File: src/include/ugp_pkg.sv
// constants, types and register map of the usb mcu port pin block
package ugp_pkg;
    localparam int LOW_W = 8;
    localparam int HIGH_W_FULL = 8;
    localparam int HIGH_W_REDUCED = 4;
    localparam int SINK_W = 4;
    localparam int IDX_W = 8;
    localparam int DATA_W = 32;
    // register indexes; byte address is four times the index
    localparam logic [7:0] IDX_LOW_DATA = 8'h00;
    localparam logic [7:0] IDX_HIGH_DATA = 8'h01;
    localparam logic [7:0] IDX_LOW_IE = 8'h04;
    localparam logic [7:0] IDX_HIGH_IE = 8'h05;
    localparam logic [7:0] IDX_LOW_PULL = 8'h08;
    localparam logic [7:0] IDX_HIGH_PULL = 8'h09;
    localparam logic [7:0] IDX_WAKE_CTRL = 8'h22;
    localparam logic [7:0] IDX_LOW_SINK = 8'h30;
    localparam logic [7:0] IDX_HIGH_SINK = 8'h38;
    localparam logic [7:0] IDX_LOW_POL = 8'h40;
    localparam logic [7:0] IDX_HIGH_POL = 8'h41;
    localparam logic [7:0] IDX_LOW_STAT = 8'h42;
    localparam logic [7:0] IDX_HIGH_STAT = 8'h43;
    localparam logic [7:0] IDX_WAKE_STAT = 8'h44;
    localparam logic [7:0] IDX_WAKE_MASK = 8'h45;
    // wake control fields
    localparam int WAKE_RELEASE_BIT = 0;
    localparam int WAKE_LEVEL_BIT = 1;
    // reset values
    localparam logic [7:0] DATA_RST = 8'hff;
    localparam logic [7:0] IE_RST = 8'h00;
    localparam logic [7:0] PULL_RST = 8'h00;
    localparam logic [7:0] POL_RST = 8'h00;
    localparam logic [3:0] SINK_RST = 4'h0;
    localparam logic WAKE_RELEASE_RST = 1'b1;
    // clocking
    localparam int RESONATOR_HZ = 6_000_000;
    localparam int PORT_CLK_HZ = 2 * RESONATOR_HZ;
    localparam int CORE_CLK_HZ = 125_000_000;
    localparam int SYNC_STAGES = 2;

    typedef enum logic [0:0] {
        APB_IDLE = 1'b0,
        APB_ANSWER = 1'b1
    } ugp_apb_state_type;
endpackage

File: src/include/ugp_pin_if.sv
// pin sampling and edge detection link between core and detector
interface ugp_pin_if #(parameter int W = 8);
    logic [W-1:0] pinRaw;
    logic [W-1:0] risingSel;
    logic [W-1:0] level;
    logic [W-1:0] edgeHit;
    modport core (output pinRaw, output risingSel, input level, input edgeHit);
    modport det (input pinRaw, input risingSel, output level, output edgeHit);
endinterface

File: src/hw/ugp_edge_detect.sv
// pin synchroniser and polarity-selectable edge detector
module ugp_edge_detect
    import ugp_pkg::*;
#(
    parameter int W = 8
) (
    input wire logic core_clk,
    input wire logic rst_b,
    ugp_pin_if.det pins
);
    logic [W-1:0] meta_q;
    logic [W-1:0] sync_q;
    logic [W-1:0] prev_q;
    logic [W-1:0] edge_q;
    logic [W-1:0] rise;
    logic [W-1:0] fall;

    // meta_q is read only by sync_q; pins are asynchronous to core_clk
    always_ff @(posedge core_clk or negedge rst_b) begin
        if (!rst_b) begin
            // idle level of a pulled-up line, so release makes no edge
            meta_q <= '1;
            sync_q <= '1;
            prev_q <= '1;
        end else begin
            meta_q <= pins.pinRaw;
            sync_q <= meta_q;
            prev_q <= sync_q;
        end
    end

    assign rise = sync_q & ~prev_q;
    assign fall = ~sync_q & prev_q;

    // one pulse per qualifying edge, since prev_q follows sync_q
    always_ff @(posedge core_clk or negedge rst_b) begin
        if (!rst_b) begin
            edge_q <= '0;
        end else begin
            edge_q <= (pins.risingSel & rise)
                | (~pins.risingSel & fall);
        end
    end

    assign pins.level = sync_q;
    assign pins.edgeHit = edge_q;
endmodule

File: src/hw/ugp_gpio_top.sv
// port pin logic with apb register access and pin interrupts
module ugp_gpio_top
    import ugp_pkg::*;
#(
    parameter int HIGH_W = HIGH_W_FULL,
    parameter int ADDR_W = 10
) (
    input wire logic core_clk,
    input wire logic rst_b,
    input wire logic [ADDR_W-1:0] paddr,
    input wire logic psel,
    input wire logic penable,
    input wire logic pwrite,
    input wire logic [DATA_W-1:0] pwdata,
    input wire logic [3:0] pstrb,
    output logic [DATA_W-1:0] prdata,
    output logic pready,
    output logic pslverr,
    input wire logic [LOW_W-1:0] lowPortIn,
    output logic [LOW_W-1:0] lowPortOut,
    output logic [LOW_W-1:0] lowPortOe_b,
    output logic [LOW_W-1:0] lowPortPullEn,
    output logic [LOW_W*SINK_W-1:0] lowPortSink,
    input wire logic [HIGH_W_FULL-1:0] highPortIn,
    output logic [HIGH_W_FULL-1:0] highPortOut,
    output logic [HIGH_W_FULL-1:0] highPortOe_b,
    output logic [HIGH_W_FULL-1:0] highPortPullEn,
    output logic [HIGH_W_FULL*SINK_W-1:0] highPortSink,
    input wire logic wakePinIn,
    output logic wakePinOut,
    output logic wakePinOe_b,
    output logic irq
);
    // full part has eight high-current lines, reduced part four
    if (HIGH_W != HIGH_W_FULL && HIGH_W != HIGH_W_REDUCED) begin : g_bad_w
        $error("HIGH_W must be 4 or 8");
    end
    if (ADDR_W < IDX_W + 2) begin : g_bad_a
        $error("ADDR_W too small for the register map");
    end

    // core_clk replaces the doubled resonator clock; edges are only
    // sampled faster, so no pin timing is lost
    localparam int CLK_RATIO = CORE_CLK_HZ / PORT_CLK_HZ;

    // lines that exist; absent high bits never change from reset
    localparam logic [HIGH_W_FULL-1:0] HIGH_MASK =
        HIGH_W_FULL'((1 << HIGH_W) - 1);

    function automatic logic hitIdx(input logic [IDX_W-1:0] idx,
                                    input logic [7:0] want);
        return idx == want;
    endfunction

    function automatic logic inRange(input logic [IDX_W-1:0] idx,
                                     input logic [7:0] base,
                                     input int n);
        return (idx >= base) && (idx < base + 8'(n));
    endfunction

    ugp_apb_state_type apbState_q;
    logic [IDX_W-1:0] idx;
    logic aligned;
    logic accessPh;
    logic wrStb;
    logic [7:0] wByte;
    logic lane0;
    logic mapped;
    logic [7:0] rdByte;

    logic [LOW_W-1:0] lowData_q;
    logic [HIGH_W_FULL-1:0] highData_q;
    logic [LOW_W-1:0] lowIe_q;
    logic [HIGH_W_FULL-1:0] highIe_q;
    logic [LOW_W-1:0] lowPol_q;
    logic [HIGH_W_FULL-1:0] highPol_q;
    logic [LOW_W-1:0] lowStat_q;
    logic [HIGH_W_FULL-1:0] highStat_q;
    logic wakeStat_q;
    logic wakeMask_q;
    logic wakeRelease_q;

    ugp_pin_if #(.W(LOW_W)) lowIf ();
    ugp_pin_if #(.W(HIGH_W_FULL)) highIf ();
    ugp_pin_if #(.W(1)) wakeIf ();

    assign lowIf.pinRaw = lowPortIn;
    assign lowIf.risingSel = lowPol_q;
    // absent lines sit at the idle level and never make an edge
    assign highIf.pinRaw = highPortIn | ~HIGH_MASK;
    assign highIf.risingSel = highPol_q;
    assign wakeIf.pinRaw = wakePinIn;
    assign wakeIf.risingSel = 1'b1;

    ugp_edge_detect #(.W(LOW_W)) u_low (
        .core_clk(core_clk),
        .rst_b(rst_b),
        .pins(lowIf)
    );

    ugp_edge_detect #(.W(HIGH_W_FULL)) u_high (
        .core_clk(core_clk),
        .rst_b(rst_b),
        .pins(highIf)
    );

    ugp_edge_detect #(.W(1)) u_wake (
        .core_clk(core_clk),
        .rst_b(rst_b),
        .pins(wakeIf)
    );

    // apb decode
    assign idx = paddr[IDX_W+1:2];
    assign aligned = paddr[1:0] == 2'b00 && (paddr >> (IDX_W + 2)) == '0;
    assign accessPh = psel && penable && apbState_q == APB_ANSWER;
    assign wrStb = accessPh && pwrite && aligned && lane0;
    assign wByte = pwdata[7:0];
    // a write with lane 0 switched off stores nothing
    assign lane0 = pstrb[0];

    always_comb begin
        mapped = hitIdx(idx, IDX_LOW_DATA) || hitIdx(idx, IDX_HIGH_DATA)
            || hitIdx(idx, IDX_LOW_IE) || hitIdx(idx, IDX_HIGH_IE)
            || hitIdx(idx, IDX_LOW_PULL) || hitIdx(idx, IDX_HIGH_PULL)
            || hitIdx(idx, IDX_WAKE_CTRL)
            || inRange(idx, IDX_LOW_SINK, LOW_W)
            || inRange(idx, IDX_HIGH_SINK, HIGH_W_FULL)
            || hitIdx(idx, IDX_LOW_POL) || hitIdx(idx, IDX_HIGH_POL)
            || hitIdx(idx, IDX_LOW_STAT) || hitIdx(idx, IDX_HIGH_STAT)
            || hitIdx(idx, IDX_WAKE_STAT) || hitIdx(idx, IDX_WAKE_MASK);
        mapped = mapped && aligned;
    end

    // write-only registers read back as zero
    always_comb begin
        rdByte = 8'h00;
        if (hitIdx(idx, IDX_LOW_DATA)) begin
            rdByte = lowIf.level;
        end else if (hitIdx(idx, IDX_HIGH_DATA)) begin
            rdByte = highIf.level & HIGH_MASK;
        end else if (hitIdx(idx, IDX_WAKE_CTRL)) begin
            rdByte[WAKE_RELEASE_BIT] = wakeRelease_q;
            rdByte[WAKE_LEVEL_BIT] = wakeIf.level[0];
        end else if (hitIdx(idx, IDX_LOW_POL)) begin
            rdByte = lowPol_q;
        end else if (hitIdx(idx, IDX_HIGH_POL)) begin
            rdByte = highPol_q;
        end else if (hitIdx(idx, IDX_LOW_STAT)) begin
            rdByte = lowStat_q;
        end else if (hitIdx(idx, IDX_HIGH_STAT)) begin
            rdByte = highStat_q;
        end else if (hitIdx(idx, IDX_WAKE_STAT)) begin
            rdByte[0] = wakeStat_q;
        end else if (hitIdx(idx, IDX_WAKE_MASK)) begin
            rdByte[0] = wakeMask_q;
        end
    end

    // one wait state: answer comes in the second access cycle
    always_ff @(posedge core_clk or negedge rst_b) begin
        if (!rst_b) begin
            apbState_q <= APB_IDLE;
            pready <= 1'b0;
            prdata <= '0;
            pslverr <= 1'b0;
        end else begin
            unique case (apbState_q)
                APB_IDLE: begin
                    pready <= 1'b0;
                    pslverr <= 1'b0;
                    if (psel && penable) begin
                        apbState_q <= APB_ANSWER;
                        pready <= 1'b1;
                        pslverr <= !mapped;
                        prdata <= (pwrite || !mapped) ? '0
                            : {{(DATA_W-8){1'b0}}, rdByte};
                    end
                end
                APB_ANSWER: begin
                    apbState_q <= APB_IDLE;
                    pready <= 1'b0;
                    pslverr <= 1'b0;
                end
            endcase
        end
    end

    // port data drive low where a zero is stored, released on a one
    always_ff @(posedge core_clk or negedge rst_b) begin
        if (!rst_b) begin
            lowData_q <= DATA_RST;
            highData_q <= DATA_RST;
        end else if (wrStb) begin
            if (hitIdx(idx, IDX_LOW_DATA)) begin
                lowData_q <= wByte;
            end
            if (hitIdx(idx, IDX_HIGH_DATA)) begin
                highData_q <= (wByte & HIGH_MASK) | ~HIGH_MASK;
            end
        end
    end

    always_ff @(posedge core_clk or negedge rst_b) begin
        if (!rst_b) begin
            lowIe_q <= IE_RST;
            highIe_q <= IE_RST;
            lowPol_q <= POL_RST;
            highPol_q <= POL_RST;
            wakeMask_q <= 1'b0;
        end else if (wrStb) begin
            if (hitIdx(idx, IDX_LOW_IE)) begin
                lowIe_q <= wByte;
            end
            if (hitIdx(idx, IDX_HIGH_IE)) begin
                highIe_q <= wByte & HIGH_MASK;
            end
            if (hitIdx(idx, IDX_LOW_POL)) begin
                lowPol_q <= wByte;
            end
            if (hitIdx(idx, IDX_HIGH_POL)) begin
                highPol_q <= wByte & HIGH_MASK;
            end
            if (hitIdx(idx, IDX_WAKE_MASK)) begin
                wakeMask_q <= wByte[0];
            end
        end
    end

    always_ff @(posedge core_clk or negedge rst_b) begin
        if (!rst_b) begin
            lowPortPullEn <= PULL_RST;
            highPortPullEn <= PULL_RST;
        end else if (wrStb) begin
            if (hitIdx(idx, IDX_LOW_PULL)) begin
                lowPortPullEn <= wByte;
            end
            if (hitIdx(idx, IDX_HIGH_PULL)) begin
                highPortPullEn <= wByte & HIGH_MASK;
            end
        end
    end

    // one sink register per pin; only the low nibble is kept
    always_ff @(posedge core_clk or negedge rst_b) begin
        if (!rst_b) begin
            lowPortSink <= {LOW_W{SINK_RST}};
            highPortSink <= {HIGH_W_FULL{SINK_RST}};
        end else if (wrStb) begin
            for (int i = 0; i < LOW_W; i++) begin
                if (hitIdx(idx, IDX_LOW_SINK + 8'(i))) begin
                    lowPortSink[i*SINK_W +: SINK_W] <=
                        wByte[SINK_W-1:0];
                end
            end
            for (int i = 0; i < HIGH_W; i++) begin
                if (hitIdx(idx, IDX_HIGH_SINK + 8'(i))) begin
                    highPortSink[i*SINK_W +: SINK_W] <=
                        wByte[SINK_W-1:0];
                end
            end
        end
    end

    // pin drivers: open drain, enable low while pulling the line low
    always_ff @(posedge core_clk or negedge rst_b) begin
        if (!rst_b) begin
            lowPortOut <= '0;
            lowPortOe_b <= '1;
            highPortOut <= '0;
            highPortOe_b <= '1;
        end else begin
            lowPortOut <= '0;
            lowPortOe_b <= lowData_q;
            highPortOut <= '0;
            highPortOe_b <= highData_q | ~HIGH_MASK;
        end
    end

    // wake pin: pulled low to discharge the rc, released to time out
    always_ff @(posedge core_clk or negedge rst_b) begin
        if (!rst_b) begin
            wakeRelease_q <= WAKE_RELEASE_RST;
            wakePinOut <= 1'b0;
            wakePinOe_b <= 1'b1;
        end else begin
            if (wrStb && hitIdx(idx, IDX_WAKE_CTRL)) begin
                wakeRelease_q <= wByte[WAKE_RELEASE_BIT];
            end
            wakePinOut <= 1'b0;
            wakePinOe_b <= wakeRelease_q;
        end
    end

    // sticky status, write one to clear; a new edge wins over the clear
    always_ff @(posedge core_clk or negedge rst_b) begin
        if (!rst_b) begin
            lowStat_q <= '0;
            highStat_q <= '0;
            wakeStat_q <= 1'b0;
        end else begin
            lowStat_q <= (lowStat_q & ~((wrStb
                && hitIdx(idx, IDX_LOW_STAT)) ? wByte : 8'h00))
                | lowIf.edgeHit;
            highStat_q <= ((highStat_q & ~((wrStb
                && hitIdx(idx, IDX_HIGH_STAT)) ? wByte : 8'h00))
                | highIf.edgeHit) & HIGH_MASK;
            wakeStat_q <= (wakeStat_q & ~(wrStb
                && hitIdx(idx, IDX_WAKE_STAT) && wByte[0]))
                | wakeIf.edgeHit[0];
        end
    end

    // level interrupt; pin enables double as the status mask
    always_ff @(posedge core_clk or negedge rst_b) begin
        if (!rst_b) begin
            irq <= 1'b0;
        end else begin
            irq <= |(lowStat_q & lowIe_q) || |(highStat_q & highIe_q)
                || (wakeStat_q && wakeMask_q);
        end
    end
endmodule

File: config.mk
export PLATFORM = sky130hd
export DESIGN_NAME = ugp_gpio_top
export DESIGN_NICKNAME = d
export VERILOG_FILES = /design/src/include/ugp_pkg.sv /design/src/include/ugp_pin_if.sv /design/src/hw/ugp_edge_detect.sv /design/src/hw/ugp_gpio_top.sv
export SDC_FILE = /design/constraint.sdc
export NUM_CORES = 1
export LEC_CHECK = 0
export BUFFER_PORTS_ARGS = -buffer_cell sky130_fd_sc_hd__buf_2
export CAP_MARGIN = 5
export CORE_UTILIZATION = 30
export CTS_CLUSTER_DIAMETER = 150
export CTS_CLUSTER_SIZE = 14
export DETAILED_ROUTE_END_ITERATION = 7
export GPL_TIMING_DRIVEN = 0
export PLACE_DENSITY_LB_ADDON = 0.3
export REMOVE_ABC_BUFFERS = 1
export SETUP_SLACK_MARGIN = 0.2
export SLEW_MARGIN = 5
export SYNTH_ARGS = -nofsm -noshare
export SYNTH_HDL_FRONTEND = slang
export SYNTH_SLANG_ARGS = --single-unit
File: constraint.sdc
create_clock -name core_clk -period 2.25 [get_ports core_clk]
set_input_delay 0.45 -clock core_clk [delete_from_list [all_inputs] [get_ports core_clk]]
set_output_delay 0.45 -clock core_clk [all_outputs]
set_load 0.1 [all_outputs]
==> metrics list <==
* Proportion of power drawn by combinational gates: 7.7%
* Reg clk slew, reported paths: 0.07 ns
* Largest regs: highPortSink: 32 flops, lowPortSink: 32 flops
- Transition time of the tightest slew-check pin: 0.908 ns
- The routed design could run at a clock period as short as 2.04 ns.
- Req. time, crit path: 2.65 ns
* Worst voltage drop across the vdd grid: 0.000430 V
- Headroom to the max-slew limit came out at 39.4%.
- Growth of design area from synthesis to finish: 21.6%
* Class of the tightest hold or removal check: input pin to register
- For the worst setup path, the data arrival time is 2.44 ns.
- Power density cells: 730 nW/um^2
- Number of detailed-routing iterations run before antenna repair: 4
- Final nets: 913
* Number of filler cells placed in the layout: 3074
- The via count of the first global-routing pass was 5792.
- Static timing analysis puts the maximum clock frequency at 489 MHz.
* Endpoints failing setup: 0
- Fraction of final layout cells sized beyond drive strength 1: 52.1%
- In the final timing run, aggregate negative setup slack is 0 ns.
* Clock power frac: 39.4%
- The share of the Yosys chip area taken by registers is 64.5%.
- CTS tree: done
* Cell count after synthesis: 680
- Aggregate global-route resource usage: 13.9%
- Post-route met1 wirelength: 10100 um
* Cell area after layout: 11700 um^2
- Average wire per standard cell: 17.9 um
- Of all nets on the critical path, the largest fanout is 12.
* Final global-route overflow total: 0
- Entering global routing, the biggest net connects 90 pins.
* Cell type with the largest total area after synthesis: sky130_fd_sc_hd__dfrtp_1
- Number of synthesized register bits: 243
* Sequential share of power: 52.9%
* Antenna violations before repair: 4
* Most used cells in the layout excluding fill and tap cells: 158 x sky130_fd_sc_hd__dfrtp_1, 146 x sky130_fd_sc_hd__buf_2, 130 x sky130_fd_sc_hd__mux2_2
* Leakage: 0.00555 uW
- The routed design has 22600 um of wire.
- For the worst-skew pair, the clock arrives at the later sink with an insertion delay of 0.51 ns.
* Total cell area at the placement stage: 10700 um^2
- The internal portion of the total power is 6340 uW.
* Met2 routed wirelength: 10500 um
* Top-level port count: 217
- Run status: finished clean
- Core Rows: 65
- In this run the biggest area consumer among cell types represents 41.2% of the synthesized area.
* DIE WIDTH: 181 um
* Endpoint type of the worst setup path: register
- Port buffering added 148 buffers.
- Maximum number of buffers from clock root to sink: 3
* Sw Ratio: 25.6%
- Cell at the root of the clock tree: sky130_fd_sc_hd__clkbuf_16
- Netlist cell types: 51
- The library cell used most frequently in the layout, excluding fill and tap cells, is sky130_fd_sc_hd__dfrtp_1.
- TritonCTS created 21 clock buffers.
* Dominant cells by area after synthesis: sky130_fd_sc_hd__dfrtp_1 41%, sky130_fd_sc_hd__dfstp_2 23%, sky130_fd_sc_hd__mux2_2 15%
* Start-to-end type of the worst setup path: input pin to register
- After floorplanning, the core was sized to cover 31500 um^2.
* Async set-reset flop share out of synthesis: 100%
* Placer congestion estimate: 0.768
- Ys Warns: 0
- RSZ-0062 raised after global routing: yes
- The tool flagged a number of max-cap violations equal to 0.
- The clock arrives with 0.0117 ns of skew.
- Setup slack closes at 0.206 ns.
* Detailed route wirelength on metal3: 1440 um
* DRC viols: 0
- Summed over all nets, the half-perimeter wirelength after detailed placement is 15000 um.
* H-tree depth reported by CTS: 1
- Setup Slack @ Placement: -1.03 ns
- Number of violations reported at the end of detailed-routing iteration 0: 326
* Effective utilization at floorplan: 30.5%
- Worst hold margin: 0.0310 ns
- Routed signal wires occupy layers up through met5.
- After synthesis the cells add up to 9600 um^2.
- Nature of the critical path startpoint: input pin
- Count of final hold-check violations: 0
- Power after layout: 8520 uW
* First-pass GRT wire length: 35100 um
- Fin. max-slew vios: 0
* Worst reg2reg setup slack: 0.28 ns
- Vias: 5846
- In the finished design, the share of the clock period the worst path needs comes to 90.8%.
- In the routed layout, each cell is associated on average with a via count of 4.63.
* Mean instance size in the synthesized netlist: 14.1 um^2
- The clock drives 243 sinks.
- From bottom edge to top edge, the die measures 181 um.
- Count of flip-flops with a built-in enable after synthesis: 0
- The floorplan step defined a die boundary enclosing 32700 um^2.
- Net load switching power: 2180 uW
* Commonest register cell after synthesis: sky130_fd_sc_hd__dfrtp_1
- In this run the remaining antenna-violating nets after routing total 0.
-- cells by family (layout without fill, tap and decap cells) --
kind of cell | Yosys count | in the layout | share of synthesized area, %
other | 1 | 42 | 0.0391
flip-flops | 243 | 243 | 64.5
AND/OR/NAND/NOR | 149 | 149 | 8.71
buffers and inverters | 69 | 209 | 4.37
multiplexers | 140 | 140 | 16.9
AO/OA/AOI/OAI | 78 | 78 | 5.46
-- routing by layer --
metal,vias to the layer above,global-route usage (%)
met4,4,3.86
met5,-,0
met1,2984,19.4
met2,172,21.7
met3,45,3.02
li1,2641,-
-- power groups by stage --
stage / logic, uW / clock network [uW] / registers (uW)
3_5_place_dp: 639 / 0 / 4590
2_1_floorplan: 369 / 0 / 4600
4_1_cts: 655 / 3520 / 4510
5_1_grt: 696 / 3700 / 4520
6_report: 653 / 3360 / 4510
3_3_place_gp: 623 / 0 / 4590
-- area by class of cell --
cell class | count | area [um^2] | area share, %
Inverter | 4 | 15.0 | 0.129
Sequential cell | 243 | 6190 | 53.0
Multi-Input combinational cell | 408 | 3300 | 28.3
Clock buffer | 36 | 582 | 4.98
Antenna cell | 1 | 2.50 | 0.0214
Tap cell | 402 | 503 | 4.31
Clock inverter | 2 | 20.0 | 0.172
Timing Repair Buffer | 167 | 1060 | 9.07
-- stage by stage --
stage	std cells	utilization, %
floorplan	655	-
detailed placement	1208	33.9
global route	1262	37.1
CTS	1255	36.7
global placement	1205	33.6
finish	1263	37.1
-- Yosys cell counts (2+ instances only) --
cell type,instances
sky130_fd_sc_hd__dfrtp_1,158
sky130_fd_sc_hd__mux2_2,130
sky130_fd_sc_hd__dfstp_2,85
sky130_fd_sc_hd__nand2_1,44
sky130_fd_sc_hd__buf_4,41
sky130_fd_sc_hd__nor2_1,27
sky130_fd_sc_hd__o21ai_0,22
sky130_fd_sc_hd__a21o_1,17
sky130_fd_sc_hd__nand2b_1,17
sky130_fd_sc_hd__clkbuf_1,15
sky130_fd_sc_hd__nand3b_1,13
sky130_fd_sc_hd__nand3_1,10
sky130_fd_sc_hd__a21oi_1,9
sky130_fd_sc_hd__a22oi_1,8
sky130_fd_sc_hd__o31ai_1,6
sky130_fd_sc_hd__buf_2,5
sky130_fd_sc_hd__mux2i_1,5
sky130_fd_sc_hd__mux4_2,5
sky130_fd_sc_hd__nor3_1,5
sky130_fd_sc_hd__nor3_2,5
sky130_fd_sc_hd__buf_1,4
sky130_fd_sc_hd__inv_1,4
sky130_fd_sc_hd__nor2_2,4
sky130_fd_sc_hd__nor2b_1,4
sky130_fd_sc_hd__nand4_1,3
sky130_fd_sc_hd__o2bb2ai_1,3
sky130_fd_sc_hd__or3_1,3
sky130_fd_sc_hd__a32oi_1,2
sky130_fd_sc_hd__o21a_1,2
sky130_fd_sc_hd__or2_2,2
sky130_fd_sc_hd__or3b_2,2
-- critical path, cell delays in order --
cell,delay [ns]
sky130_fd_sc_hd__buf_2,0.18
sky130_fd_sc_hd__or3b_2,0.52
sky130_fd_sc_hd__nor4_4,0.28
sky130_fd_sc_hd__buf_4,0.19
sky130_fd_sc_hd__nand3_2,0.17
sky130_fd_sc_hd__nor2_2,0.28
sky130_fd_sc_hd__mux2_2,0.36
-- path summary, 6_finish.rpt --
path	start	to	cells after the start
worst max-delay path	paddr[8]	highPortSink[31]$_DFFE_PN0P_	7
worst min-delay path	highPortIn[1]	u_high.meta_q[1]$_DFF_PN1_	1
worst max register to register	apbState_q$_DFF_PN0_	highPortPullEn[6]$_DFFE_PN0P_	6
worst min register to register	u_high.meta_q[5]$_DFF_PN1_	u_high.pins.level[5]$_DFF_PN1_	0
max in group asynchronous	rst_b	highData_q[0]$_DFFE_PN1P_	4
min in group asynchronous	rst_b	highIf.risingSel[6]$_DFFE_PN0P_	2
-- what timing repair did --
action,in CTS,in global routing
setup buffers,8,4
pin swaps,8,2
endpoints found under the hold margin,41,3
endpoints found under the setup margin,146,63
resized for setup,31,9
hold buffers,1,3
Note: power is estimated with default switching activity, not from simulation.
